===== src/design/sfg_regs.svh =====
// Constants for the system flag generator: offsets, bit positions, reset values and timing.
// Function
// - Eight square-wave flags, 20 ms to 60 s periods, each inverting every half period.
// - Square-wave flags change only at scan end, so edges may be late.
// - Square-wave flags start low when initialisation starts, and at scan program start unless a hot restart restores them.
// - First-scan flag high only in first scan; its complement low only then.
// - Scan-alternation flag inverts every scan and is high in the first scan.
// - Setting initialisation-complete ends initialisation and starts the scan program.
// - Date counts days from Jan. 1, 1984; time of day counts from 00:00:00.
// - Weekday index runs Monday 0 up to Sunday 6.
// - Marked flags reset when initialisation starts; afterwards restart mode decides.
// - Cold or warm restart reinitialises marked flags when the scan program begins.
// - Hot restart restores marked flags saved at the last stop when scan begins.
// - Function error flag is rewritten by every function operation, latest result only.
// - Block error latch sets on any block error; software may also write it.
// - Sixteen-bit fatal error word gathers stop errors; bit 7 unused.
// - Bit 1 flags module type mismatch or a module in a forbidden slot.
// - Bit 2 flags module configuration change during run.
// - Bit 3 flags an open fuse in any fused slot.
// - Bit 4 flags an I/O module read or write failure.
// - Bit 5 flags special or communication module init or interface failure.
// - Bit 6 flags external fatal fault; user program writes its code array.
// - Bit 8 flags a scan exceeding the watchdog limit.
// - Bit 9 flags unreadable instruction; bit 11 flags corrupt memory or program.
// - Cold, warm or hot restart mode is a stored parameter applied at every restart.
`ifndef SFG_REGS_SVH
`define SFG_REGS_SVH

// ==========================================================================
// Register offsets (word index on the plain register port)
`define SFG_OFS_CTRL 4'h0
`define SFG_OFS_STATUS 4'h1
`define SFG_OFS_FATAL 4'h2
`define SFG_OFS_DATE 4'h3
`define SFG_OFS_TOD 4'h4
`define SFG_OFS_FLAGS 4'h5
`define SFG_OFS_CODE 4'h6

// ==========================================================================
// Control register fields
`define SFG_CTRL_MODE_LO 0
`define SFG_CTRL_BLKERR 2
`define SFG_CTRL_INIT_DONE 3
`define SFG_CTRL_START 4
`define SFG_CTRL_STOP 5

// ==========================================================================
// Fatal error word bit positions
`define SFG_FB_TYPE 1
`define SFG_FB_SWAP 2
`define SFG_FB_FUSE 3
`define SFG_FB_IO 4
`define SFG_FB_SP 5
`define SFG_FB_EXT 6
`define SFG_FB_WD 8
`define SFG_FB_CODE 9
`define SFG_FB_PROG 11

// ==========================================================================
// Timing and calendar
`define SFG_CLK_HZ 125000000
`define SFG_TICK_MS 10
`define SFG_TICK_CYC ((`SFG_CLK_HZ / 1000) * `SFG_TICK_MS)
`define SFG_TICKS_PER_SEC 100
`define SFG_SEC_PER_DAY 17'h15180
`define SFG_DATE_RESET 16'h0000
`define SFG_WEEKDAY_RESET 3'h6
`define SFG_WEEKDAY_LAST 3'h6

`endif


===== src/design/sfg_pkg.sv =====
// Types shared by the system flag generator.
package sfg_pkg;
   typedef enum logic [1:0] {
      SFG_COLD = 2'h0,
      SFG_WARM = 2'h1,
      SFG_HOT = 2'h2
   } sfg_restart_t;

   typedef enum logic [2:0] {
      SFG_ST_STOP = 3'h1,
      SFG_ST_INIT = 3'h2,
      SFG_ST_SCAN = 3'h4
   } sfg_state_t;

   // Marked flags that restart handling saves and restores.
   typedef struct packed {
      logic [7:0] square;
      logic first_high;
      logic first_low;
      logic alternation;
   } sfg_marked_t;

   // Stop-error sources sampled from the runtime.
   typedef struct packed {
      logic module_type_mismatch;
      logic module_swap_during_run;
      logic slot_fuse_open;
      logic io_access_fault;
      logic special_module_interface_fault;
      logic external_fatal_fault;
      logic scan_overrun_fault;
      logic bad_instruction_fault;
      logic program_corrupt_fault;
   } sfg_fault_t;
endpackage : sfg_pkg


===== src/design/sfg_flag_gen.sv =====
// System flag generator: scan-synchronised flags, calendar and fatal error word.
`timescale 1ns/1ps
`include "sfg_regs.svh"

module sfg_flag_gen #(
   parameter int TICK_CYC = `SFG_TICK_CYC,
   parameter int WDOG_LIMIT = 1000000
) (
   // Clock and reset
   input wire logic clk,
   input wire logic arst_n,
   // Runtime scan events
   input wire logic scan_end,
   input wire logic fn_exec,
   input wire logic fn_err,
   input wire logic blk_err,
   input wire logic fetch_bad,
   input wire sfg_pkg::sfg_fault_t faults,
   // Register port
   input wire logic [3:0] reg_addr,
   input wire logic [31:0] reg_wdata,
   input wire logic reg_wr,
   input wire logic reg_rd,
   output logic [31:0] reg_rdata,
   // Flags for user programs
   output sfg_pkg::sfg_marked_t marked,
   output logic always_one,
   output logic always_zero,
   output logic fn_error_flag,
   output logic block_error_latch,
   output logic [15:0] fatal_system_error_word,
   output logic [15:0] date_days,
   output logic [16:0] time_of_day,
   output logic [2:0] weekday_index,
   output logic scan_running
);

   // ==========================================================================
   // Register decode
   wire wr_ctrl = reg_wr && (reg_addr == `SFG_OFS_CTRL);
   wire wr_code = reg_wr && (reg_addr == `SFG_OFS_CODE);
   wire start_req = wr_ctrl && reg_wdata[`SFG_CTRL_START];
   wire stop_req = wr_ctrl && reg_wdata[`SFG_CTRL_STOP];
   wire done_req = wr_ctrl && reg_wdata[`SFG_CTRL_INIT_DONE];

   sfg_pkg::sfg_state_t state_ff, nxt_state;
   sfg_pkg::sfg_restart_t mode_ff;
   sfg_pkg::sfg_marked_t saved_ff;
   logic [15:0] ext_code_ff;
   logic [31:0] tick_cnt_ff;
   logic [31:0] wd_cnt_ff;
   logic [6:0] sub_ff;
   logic [31:0] ms_ff;
   logic [6:0] ms_div_ff;

   // Scan program start: restart handling applies here.
   wire enter_init = (state_ff == sfg_pkg::SFG_ST_STOP) && start_req;
   wire enter_scan = (state_ff == sfg_pkg::SFG_ST_INIT) && done_req;
   wire running = (state_ff != sfg_pkg::SFG_ST_STOP);

   // Run-state sequencer.
   always_comb begin
      nxt_state = state_ff;
      unique case (state_ff)
         sfg_pkg::SFG_ST_STOP: if (start_req) nxt_state = sfg_pkg::SFG_ST_INIT;
         sfg_pkg::SFG_ST_INIT: begin
            if (stop_req) nxt_state = sfg_pkg::SFG_ST_STOP;
            else if (done_req) nxt_state = sfg_pkg::SFG_ST_SCAN;
         end
         sfg_pkg::SFG_ST_SCAN: if (stop_req) nxt_state = sfg_pkg::SFG_ST_STOP;
         default: nxt_state = sfg_pkg::SFG_ST_STOP;
      endcase
   end

   always_ff @(posedge clk or negedge arst_n) begin
      if (!arst_n) state_ff <= sfg_pkg::SFG_ST_STOP;
      else state_ff <= nxt_state;
   end

   // Restart mode is a stored parameter; it is used at every start.
   always_ff @(posedge clk or negedge arst_n) begin
      if (!arst_n) mode_ff <= sfg_pkg::SFG_COLD;
      else if (wr_ctrl && (state_ff == sfg_pkg::SFG_ST_STOP)) begin
         mode_ff <= sfg_pkg::sfg_restart_t'(reg_wdata[`SFG_CTRL_MODE_LO +: 2]);
      end
   end

   // ==========================================================================
   // Time base: one tick every 10 ms, half-period counters per square flag.
   wire tick = (tick_cnt_ff == 32'(TICK_CYC - 1));
   always_ff @(posedge clk or negedge arst_n) begin
      if (!arst_n) tick_cnt_ff <= 32'h0;
      else tick_cnt_ff <= tick ? 32'h0 : tick_cnt_ff + 32'h1;
   end

   localparam int NSQ = 8;
   localparam int HALF_TICKS [NSQ] = '{1, 5, 10, 50, 100, 500, 1000, 3000};
   logic [NSQ-1:0] half_due;
   logic [NSQ-1:0] pend_ff;
   wire scan_start = enter_init || enter_scan;

   // Half periods are counted in ticks; the flag itself waits for scan end.
   // A half period due in the scan-end cycle is used by that scan at once, so the clear must win there.
   genvar g;
   generate
      for (g = 0; g < NSQ; g++) begin : g_sq
         logic [11:0] cnt_ff;
         assign half_due[g] = tick && (cnt_ff == 12'(HALF_TICKS[g] - 1));
         always_ff @(posedge clk or negedge arst_n) begin
            if (!arst_n) cnt_ff <= 12'h0;
            else if (scan_start) cnt_ff <= 12'h0;
            else if (half_due[g]) cnt_ff <= 12'h0;
            else if (tick) cnt_ff <= cnt_ff + 12'h1;
         end
         always_ff @(posedge clk or negedge arst_n) begin
            if (!arst_n) pend_ff[g] <= 1'b0;
            else if (scan_start) pend_ff[g] <= 1'b0;
            else if (scan_end && running) pend_ff[g] <= 1'b0;
            else if (half_due[g]) pend_ff[g] <= 1'b1;
         end
      end
   endgenerate

   // ==========================================================================
   // Marked flags: initial values, scan updates and hot-restart restore.
   localparam sfg_pkg::sfg_marked_t MARKED_INIT = '{square: 8'h00, first_high: 1'b1,
                                                   first_low: 1'b0, alternation: 1'b1};
   sfg_pkg::sfg_marked_t nxt_marked;
   wire hot = (mode_ff == sfg_pkg::SFG_HOT);
   wire scan_done = scan_end && running;

   always_comb begin
      nxt_marked = marked;
      if (enter_init) begin
         nxt_marked = MARKED_INIT;
      end else if (enter_scan) begin
         nxt_marked = hot ? saved_ff : MARKED_INIT;
      end else if (scan_done) begin
         nxt_marked.square = marked.square ^ (pend_ff | half_due);
         nxt_marked.first_high = 1'b0;
         nxt_marked.first_low = 1'b1;
         nxt_marked.alternation = ~marked.alternation;
      end
   end

   always_ff @(posedge clk or negedge arst_n) begin
      if (!arst_n) marked <= '{square: 8'h00, first_high: 1'b1, first_low: 1'b0, alternation: 1'b1};
      else marked <= nxt_marked;
   end

   // Snapshot at stop so a hot restart can continue from it.
   always_ff @(posedge clk or negedge arst_n) begin
      if (!arst_n) saved_ff <= '{square: 8'h00, first_high: 1'b1, first_low: 1'b0, alternation: 1'b1};
      else if (stop_req && running) saved_ff <= marked;
   end

   // Constant flags.
   always_ff @(posedge clk or negedge arst_n) begin
      if (!arst_n) begin
         always_one <= 1'b1;
         always_zero <= 1'b0;
      end else begin
         always_one <= 1'b1;
         always_zero <= 1'b0;
      end
   end

   // ==========================================================================
   // Operation error flags.
   always_ff @(posedge clk or negedge arst_n) begin
      if (!arst_n) fn_error_flag <= 1'b0;
      else if (fn_exec) fn_error_flag <= fn_err;
   end

   // Hardware set wins over a software write of zero in the same cycle.
   always_ff @(posedge clk or negedge arst_n) begin
      if (!arst_n) block_error_latch <= 1'b0;
      else if (blk_err) block_error_latch <= 1'b1;
      else if (wr_ctrl) block_error_latch <= reg_wdata[`SFG_CTRL_BLKERR];
   end

   // ==========================================================================
   // Scan watchdog counts cycles since the last scan end.
   wire wd_trip = running && (wd_cnt_ff >= 32'(WDOG_LIMIT));
   always_ff @(posedge clk or negedge arst_n) begin
      if (!arst_n) wd_cnt_ff <= 32'h0;
      else if (!running || scan_end) wd_cnt_ff <= 32'h0;
      else if (!wd_trip) wd_cnt_ff <= wd_cnt_ff + 32'h1;
   end

   // Fatal word bits stick until the next start; bit 7 and unlisted bits stay zero.
   logic [15:0] fault_vec;
   always_comb begin
      fault_vec = 16'h0000;
      fault_vec[`SFG_FB_TYPE] = faults.module_type_mismatch;
      fault_vec[`SFG_FB_SWAP] = faults.module_swap_during_run && running;
      fault_vec[`SFG_FB_FUSE] = faults.slot_fuse_open;
      fault_vec[`SFG_FB_IO] = faults.io_access_fault;
      fault_vec[`SFG_FB_SP] = faults.special_module_interface_fault;
      fault_vec[`SFG_FB_EXT] = faults.external_fatal_fault;
      fault_vec[`SFG_FB_WD] = faults.scan_overrun_fault || wd_trip;
      fault_vec[`SFG_FB_CODE] = faults.bad_instruction_fault || fetch_bad;
      fault_vec[`SFG_FB_PROG] = faults.program_corrupt_fault;
   end

   always_ff @(posedge clk or negedge arst_n) begin
      if (!arst_n) fatal_system_error_word <= 16'h0000;
      else if (enter_init) fatal_system_error_word <= fault_vec;
      else fatal_system_error_word <= fatal_system_error_word | fault_vec;
   end

   // External fault code written by the user program.
   always_ff @(posedge clk or negedge arst_n) begin
      if (!arst_n) ext_code_ff <= 16'h0000;
      else if (wr_code) ext_code_ff <= reg_wdata[15:0];
   end

   // ==========================================================================
   // Calendar: seconds of day, days since reference, weekday.
   wire sec_tick = tick && (sub_ff == 7'(`SFG_TICKS_PER_SEC - 1));
   wire day_wrap = sec_tick && (time_of_day == (`SFG_SEC_PER_DAY - 17'h1));
   always_ff @(posedge clk or negedge arst_n) begin
      if (!arst_n) sub_ff <= 7'h0;
      else if (sec_tick) sub_ff <= 7'h0;
      else if (tick) sub_ff <= sub_ff + 7'h1;
   end

   // The reference day was a Sunday, hence the weekday reset value.
   always_ff @(posedge clk or negedge arst_n) begin
      if (!arst_n) begin
         time_of_day <= 17'h0;
         date_days <= `SFG_DATE_RESET;
         weekday_index <= `SFG_WEEKDAY_RESET;
      end else if (day_wrap) begin
         time_of_day <= 17'h0;
         date_days <= date_days + 16'h1;
         weekday_index <= (weekday_index == `SFG_WEEKDAY_LAST) ? 3'h0 : weekday_index + 3'h1;
      end else if (sec_tick) begin
         time_of_day <= time_of_day + 17'h1;
      end
   end

   // ==========================================================================
   // Read path: data valid in the cycle after the read strobe.
   wire [31:0] rd_mux =
      (reg_addr == `SFG_OFS_CTRL) ? {28'h0, block_error_latch, 1'b0, 2'(mode_ff)} :
      (reg_addr == `SFG_OFS_STATUS) ? {29'h0, 3'(state_ff)} :
      (reg_addr == `SFG_OFS_FATAL) ? {16'h0, fatal_system_error_word} :
      (reg_addr == `SFG_OFS_DATE) ? {13'h0, weekday_index, date_days} :
      (reg_addr == `SFG_OFS_TOD) ? {15'h0, time_of_day} :
      (reg_addr == `SFG_OFS_FLAGS) ? {20'h0, fn_error_flag, 11'(marked)} :
      (reg_addr == `SFG_OFS_CODE) ? {16'h0, ext_code_ff} : 32'h0;

   always_ff @(posedge clk or negedge arst_n) begin
      if (!arst_n) reg_rdata <= 32'h0;
      else reg_rdata <= reg_rd ? rd_mux : 32'h0;
   end

   always_ff @(posedge clk or negedge arst_n) begin
      if (!arst_n) scan_running <= 1'b0;
      else scan_running <= (nxt_state == sfg_pkg::SFG_ST_SCAN);
   end

   // ==========================================================================
   // Checks.
   first_scan_a: assert property (@(posedge clk) disable iff (!arst_n)
      (marked.first_high && scan_done && !scan_start) |=> !marked.first_high && marked.first_low)
      else $error("First-scan flag did not drop after scan.");
   toggle_scan_a: assert property (@(posedge clk) disable iff (!arst_n)
      (scan_done && !scan_start) |=> marked.alternation != $past(marked.alternation))
      else $error("Scan toggle flag did not invert.");
   square_hold_a: assert property (@(posedge clk) disable iff (!arst_n)
      (!scan_done && !scan_start) |=> $stable(marked.square))
      else $error("Square flag moved outside scan end.");
   init_low_a: assert property (@(posedge clk) disable iff (!arst_n)
      enter_init |=> marked.square == 8'h00)
      else $error("Square flags not low at start.");
   cold_init_a: assert property (@(posedge clk) disable iff (!arst_n)
      (enter_scan && !hot) |=> marked.first_high && marked.alternation && marked.square == 8'h00)
      else $error("Cold restart did not reinitialise.");
   hot_restore_a: assert property (@(posedge clk) disable iff (!arst_n)
      (enter_scan && hot) |=> marked == $past(saved_ff))
      else $error("Hot restart did not restore.");
   fn_error_a: assert property (@(posedge clk) disable iff (!arst_n)
      fn_exec |=> fn_error_flag == $past(fn_err))
      else $error("Function error flag not rewritten.");
   blk_latch_a: assert property (@(posedge clk) disable iff (!arst_n)
      blk_err |=> block_error_latch)
      else $error("Block error did not latch.");
   bit_seven_a: assert property (@(posedge clk) disable iff (!arst_n)
      !fatal_system_error_word[7])
      else $error("Unused fatal bit set.");
   watchdog_bit_a: assert property (@(posedge clk) disable iff (!arst_n)
      (wd_trip && !enter_init) |=> fatal_system_error_word[`SFG_FB_WD])
      else $error("Watchdog overrun not flagged.");
   const_flags_a: assert property (@(posedge clk) disable iff (!arst_n)
      always_one && !always_zero)
      else $error("Constant flags wrong.");

   // The first-scan pair must stay complementary, even after a hot restore.
   first_pair_a: assert property (@(posedge clk) disable iff (!arst_n)
      marked.first_low == !marked.first_high)
      else $error("First-scan flags not complementary.");
   init_done_a: assert property (@(posedge clk) disable iff (!arst_n)
      (enter_scan && !stop_req) |=> scan_running)
      else $error("Scan program did not start.");

   // Each stop-error source reaches its bit one cycle later, and bits only clear at a start.
   type_bit_a: assert property (@(posedge clk) disable iff (!arst_n)
      faults.module_type_mismatch |=> fatal_system_error_word[`SFG_FB_TYPE])
      else $error("Module type error not flagged.");
   swap_bit_a: assert property (@(posedge clk) disable iff (!arst_n)
      (faults.module_swap_during_run && running) |=> fatal_system_error_word[`SFG_FB_SWAP])
      else $error("Module swap error not flagged.");
   fuse_bit_a: assert property (@(posedge clk) disable iff (!arst_n)
      faults.slot_fuse_open |=> fatal_system_error_word[`SFG_FB_FUSE])
      else $error("Fuse error not flagged.");
   code_bit_a: assert property (@(posedge clk) disable iff (!arst_n)
      fetch_bad |=> fatal_system_error_word[`SFG_FB_CODE])
      else $error("Bad fetch not flagged.");
   prog_bit_a: assert property (@(posedge clk) disable iff (!arst_n)
      faults.program_corrupt_fault |=> fatal_system_error_word[`SFG_FB_PROG])
      else $error("Program error not flagged.");
   fatal_sticky_a: assert property (@(posedge clk) disable iff (!arst_n)
      !enter_init |=> (fatal_system_error_word & $past(fatal_system_error_word)) == $past(fatal_system_error_word))
      else $error("Fatal bit cleared without a start.");

   // Calendar values stay in range and roll over together.
   tod_range_a: assert property (@(posedge clk) disable iff (!arst_n)
      time_of_day < `SFG_SEC_PER_DAY)
      else $error("Time of day out of range.");
   weekday_range_a: assert property (@(posedge clk) disable iff (!arst_n)
      weekday_index <= `SFG_WEEKDAY_LAST)
      else $error("Weekday index out of range.");
   day_step_a: assert property (@(posedge clk) disable iff (!arst_n)
      day_wrap |=> time_of_day == 17'h0 && date_days == $past(date_days) + 16'h1)
      else $error("Day rollover wrong.");
   weekday_wrap_a: assert property (@(posedge clk) disable iff (!arst_n)
      (day_wrap && weekday_index == `SFG_WEEKDAY_LAST) |=> weekday_index == 3'h0)
      else $error("Weekday did not wrap to zero.");

   // Main scenarios worth seeing at least once.
   start_scan_c: cover property (@(posedge clk) disable iff (!arst_n) enter_scan && hot);
   cold_start_c: cover property (@(posedge clk) disable iff (!arst_n) enter_scan && !hot);
   square_flip_c: cover property (@(posedge clk) disable iff (!arst_n) scan_done && (pend_ff != 8'h00));
   watchdog_c: cover property (@(posedge clk) disable iff (!arst_n) wd_trip);
   day_wrap_c: cover property (@(posedge clk) disable iff (!arst_n) day_wrap);

endmodule : sfg_flag_gen


===== config.mk =====
export PLATFORM = sky130hd
export DESIGN_NAME = sfg_flag_gen
export DESIGN_NICKNAME = d
export VERILOG_FILES = /design/src/design/sfg_pkg.sv /design/src/design/sfg_flag_gen.sv
export VERILOG_INCLUDE_DIRS = /design/src /design/src/design
export SDC_FILE = /design/constraint.sdc
export NUM_CORES = 1
export LEC_CHECK = 0
export CAP_MARGIN = 20
export CORE_ASPECT_RATIO = 1.4
export CORE_MARGIN = 4
export CORE_UTILIZATION = 27
export DETAILED_ROUTE_END_ITERATION = 12
export DONT_BUFFER_PORTS = 1
export PLACE_DENSITY = 0.36
export SLEW_MARGIN = 15
export SYNTH_ARGS = -nofsm -noshare
export SYNTH_HDL_FRONTEND = slang
export SYNTH_SLANG_ARGS = --single-unit

===== constraint.sdc =====
create_clock -name clk -period 2.95 [get_ports clk]
set_clock_uncertainty 0.05 [all_clocks]
set_input_delay 0.1475 -clock clk [delete_from_list [all_inputs] [get_ports clk]]
set_output_delay 0.1475 -clock clk [all_outputs]
set_load 0.02 [all_outputs]

After elaboration in Yosys (flattened, before gate mapping) --
Index checks and enable logic that the tools add are counted. Widths: inputs -> output; s select.
Storage, ports and cells: register bits after elaboration 292, bits of input ports 54, output and inout port bits 100, word-level logic and storage cells 206
Cells by class: $add $sub $neg 14, $lt $le $gt $ge 1, equality and inequality tests 24, mux-type cells 76, bitwise operators 4, reductions and logical operators 49
Operator list (number):
- $mux 12 | 24
- $add 12x1->12 const B | 8
- $mux 32 | 3
- $mux 19 | 5
- $add 32x1->32 const B | 2
- $mux 17 | 3
- $reduce_bool 3->1 | 17
- $mux 16 | 3
- $mux 11 | 4
- $eq 32x21->1 const B | 1
- $ge 32x20->1 const B | 1
- $mux 1 | 26
- $logic_and 1x1->1 | 22
- $add 17x1->17 const B | 1
- $eq 17x17->1 const B | 1
- $add 16x1->16 const B | 1
- $or 16x12->16 | 1
- $mux 3 | 5
- $mux 7 | 2
- $eq 12x10->1 const B | 1
- $eq 12x12->1 const B | 1
- $eq 12x3->1 const B | 1
- $eq 12x4->1 const B | 1
- $eq 12x6->1 const B | 1
- other kinds (23) | 33

Logic depth before layout (Yosys ltp) --
word-level depth 9, mapped depth 10, gate-level depth less buffers 7

Worst setup path after synthesis --
OpenSTA, ideal clock, no wires.
path type register -> register, start register tick_cnt_ff[25], end register g_sq[2].cnt_ff[2], setup time 0.078 ns, arrival 2.249 ns, required time 2.822 ns, slack 0.573 ns, cell stages (with the launch flop) 8, buffers on the path 2, period minus slack after synthesis 2.377 ns, path through dfrtp_1 > or4b_4 > nor3_4 > nand3_2 > buf_6 > buf_6 > or4b_1 > a21oi_1
Between the ends: word-level cells in the longest chain between the ends 4, elaborated cells between the ends (all ways) 5, those cells by class 1 x eq/ne; 2 x mux; 2 x reduce/logical
Ends and longest elaborated chain:
- start, declared | line sfg_flag_gen.sv:50 | logic [31:0] tick_cnt_ff;
- start signal, assigned | line sfg_flag_gen.sv:93 | else tick_cnt_ff <= tick ? 32'h0 : tick_cnt_ff + 32'h1;
- $eq 32x21->1 (*) | line sfg_flag_gen.sv:90 | wire tick = (tick_cnt_ff == 32'(TICK_CYC - 1));
- $logic_and 1x1->1 | line sfg_flag_gen.sv:108 | assign half_due[g] = tick && (cnt_ff == 12'(HALF_TICKS[g] - 1));
- $mux 12 | line sfg_flag_gen.sv:112 | else if (half_due[g]) cnt_ff <= 12'h0;
- $mux 12 | line sfg_flag_gen.sv:111 | else if (scan_start) cnt_ff <= 12'h0;
- end signal, assigned | line sfg_flag_gen.sv:113 | else if (tick) cnt_ff <= cnt_ff + 12'h1;
- end, declared | line sfg_flag_gen.sv:107 | logic [11:0] cnt_ff;
Mark *: on every way between the ends. The rest lies on a longest branch, timed or not. A chain may end at the register's enable or synchronous reset.

Worst setup path in the final report --
start register state_ff[0], end register fatal_system_error_word[9]
Between the ends: word-level cells in the longest chain between the ends 3
Ends and longest elaborated chain:
- start, declared | line sfg_flag_gen.sv:46 | sfg_pkg::sfg_state_t state_ff, nxt_state;
- start signal, assigned | line sfg_flag_gen.sv:76 | if (!arst_n) state_ff <= sfg_pkg::SFG_ST_STOP;
- start signal, assigned | line sfg_flag_gen.sv:77 | else state_ff <= nxt_state;
- $eq 3x1->1 | line sfg_flag_gen.sv:57 | wire enter_init = (state_ff == sfg_pkg::SFG_ST_STOP) && start_req;
- $logic_and 1x1->1 | line sfg_flag_gen.sv:57
- $mux 16 | line sfg_flag_gen.sv:208 | else if (enter_init) fatal_system_error_word <= fault_vec;
- end signal, assigned | line sfg_flag_gen.sv:208
- end signal, assigned | line sfg_flag_gen.sv:209 | else fatal_system_error_word <= fatal_system_error_word | fault_vec;
- end, declared | line sfg_flag_gen.sv:31 | output logic [15:0] fatal_system_error_word,
No other way between the ends.

==> impl_metrics.ini <==
[outcome]
status = finished with violations
violations = hold timing

[clocking]
clock-root-buffer = clkbuf_16
numCtsBuffers = 35
clkSinkCount = 285
clk_pin_slew_ps = 60
ctsHoldBuffers = 39
cts_setup_buffers = 0
clk-insertion-delay-late_ps = 530
cts_tree = built
max-clock-path-buffers = 3
cts_resized = 0
htree_levels = 2

[finish]
synthToLayoutAreaGrowth_pct = 16.9
antenna_cells = 0
fin_area_um2 = 17300
fillers = 5562
utilization = 0.319
drive_above_1_share = 0.107
final_nets = 1658

[yosys]
synth_top_cell_by_area = dfrtp_1
synth_common_cells = dfrtp_1 (278), nand2_1 (117), a21oi_1 (112)
synth_area_leaders = dfrtp_1 (47%), a21oi_1 (3.8%), o21ai_0 (3.2%)
synth.most_common_cell = dfrtp_1
synth_flop_cell = dfrtp_1
syn_avg_cell_area_um2 = 9.67
yosys_warnings = 0
synth_top_cell_area_share = 0.471
synth_seq_area_share = 0.483
yosys_register_bits = 285
netlist_instances = 1529
synth_cell_types = 74
syn_area_um2 = 14800
synth_edf_count = 0
async_reset_ff_frac = 1.00

[route]
drc = 0
drtAntennaViolNets = 0
dr.first_iter.drc_count = 726
via_per_inst = 5.10
drt-total-wl_um = 45700
wl_per_cell_um = 19.6
dr.pass1.iters = 7
vias = 11900

[run]
drv_cap = 0

[pwr]
p_leak_nw = 7.16
ir_drop_v = 0.000285
p_per_area_nw_per_um2 = 576

[grt]
antenna_found_initial = 0
grt-ovfl-total = 0
grtUsageTotal = 0.153
grt_pass1_vias = 12000
grt_max_degree = 286
grt_pass1_wl_um = 72300

[timing]
min_period_ps = 2730
setup_slack_ps = 224
finalMaxSlewViolations = 0
finalSetupViolations = 0
finalCritPeriodShare = 0.924
whs_ps = -734
worstMarginPinSlew_ps = 894
max_freq_mhz = 367
finalSetupTns_ps = 0
hold_violations = 285
maxSlewHeadroom = 0.402
rsz0062_at_grt = no

[floorplanning]
die-area_um2 = 58600
die_h_um = 285
io_pins = 154
core_um2 = 54200
initial_utilization = 0.273
die_w_um = 206
rows = 101

[place]
dp_slack_ps = 290
gp_congestion = 0.753
dpl.hpwl_um = 30400
placed_area_um2 = 15800
portBuffers = 0

[worst_setup_path]
worstPathRequired_ps = 3310
end_kind = flip-flop
critPathArrivalTime_ps = 3080
cp_max_fo = 10
r2r_cells = 4
crit_type = flip-flop to flip-flop
cp-start-kind = flip-flop

[worst_hold_path]
hp-class = input pin to asynchronous set/reset pin
-- per-layer routing --
layer	global-route usage	share of wire
met5	0	0
met4	0.0479	0.030
met3	0.0254	0.044
met2	0.269	0.50
met1	0.190	0.42
-- cell families after synthesis --
group | count (synthesis) | synth area share
xor gates and xnor gates | 61 | 0.0361
and+or+nand+nor | 650 | 0.246
muxes | 56 | 0.0417
AOI/OAI and AO/OA | 328 | 0.137
DFF | 285 | 0.483
adders and majority gates | 18 | 0.0152
other | 2 | 0.000508
buffers and inverters | 129 | 0.0399
-- sequential cells by signal (all words and copies together) (netlist names) --
name / count
g_sq.cnt_ff: 96
tick_cnt_ff: 32
wd_cnt_ff: 32
reg_rdata: 19
time_of_day: 17
date_days: 16
ext_code_ff: 16
marked: 11
saved_ff: 11
fatal_system_error_word: 9
pend_ff: 8
sub_ff: 7
state_ff: 3
weekday_index: 3
mode_ff: 2
block_error_latch: 1
fn_error_flag: 1
scan_running: 1
-- path summary, 6_finish.rpt --
kind                           startpoint                    endpoint  slack, ps
max in group asynchronous          arst_n           g_sq[7].cnt_ff[2]       2940
min in group clk              reg_addr[1]                   marked[1]         30
setup / recovery              state_ff[0]  fatal_system_error_word[9]        220
setup reg to reg              state_ff[0]  fatal_system_error_word[9]        220
hold / removal                     arst_n               wd_cnt_ff[16]       -730
hold reg to reg            tick_cnt_ff[0]              tick_cnt_ff[0]        440
-- area by class of cell --
type                    instances  area, um2  share of cell area
clock buffers                  58       1070              0.0622
clock inverters                 2       13.8            0.000797
inverters                      35        131             0.00760
multi-input cells            1135       7180               0.415
flip-flops and latches        285       7140               0.413
well taps                     721        902              0.0522
repair buffers                 94        841              0.0487
-- cell usage in the layout, fill, tap and decap left out, types with 8 or more instances in the layout --
master         synthesis  routed
clkbuf_16              0      37
nor2b_1               17      17
a31oi_1               16      16
a22o_1                 9       9
nand2b_1              23      23
a21o_1                 8       8
and2_1                15      15
o31ai_1                8       8
nand3b_1              23      23
mux2i_1               20      20
o211ai_1              10      10
a21oi_1              112     112
o21ai_0               96      96
nand4_1               44      44
nor4b_1               10      10
dlygate4sd3_1          0      39
xnor2_1               38      38
mux2_2                35      35
and4_1                21      21
a22oi_1                8       8
nor4_1                28      26
nor2_1               106     106
clkbuf_1              60      14
inv_1                 35      35
dfrtp_1              278     278
nand2_1              117     117
nor3_1                39      39
or3_1                 38      38
xor2_1                23      23
conb_1                 2      22
or4_1                 23      23
ha_1                  18      18
o2111ai_1             10      10
and3_1                39      39
buf_4                 22      52
nand3_1               71      71
-- critical path, cell delays in order, from the launching register on --
cell and delay [ps]:
dfstp_2 630, nor3b_2 420, nand3_1 510, a211o_1 430, dlygate4sd3_1 560
-- stage by stage --
| stage | total power [mW] | instances | hold slack, ps |
|---|---|---|---|
| 6_report | 9.95 | 2330 | -734 |
| 5_1_grt | 10.5 | 2330 | -762 |
| 4_1_cts | 10.2 | 2330 | -771 |
| 3_5_place_dp | 5.76 | 2231 | -190 |
| 3_3_place_gp | 5.73 | 2231 | -190 |
| 2_1_floorplan | 5.46 | 1549 | -198 |
-- where the power goes --
group	switching, mW	total [mW]	leakage, nW	internal, mW
registers	0.544	4.86	3.65	4.32
clock network	1.74	4.21	0.531	2.48
logic	0.432	0.872	2.98	0.439
total	2.72	9.95	7.16	7.23
Note: power is estimated with default switching activity, not from simulation.
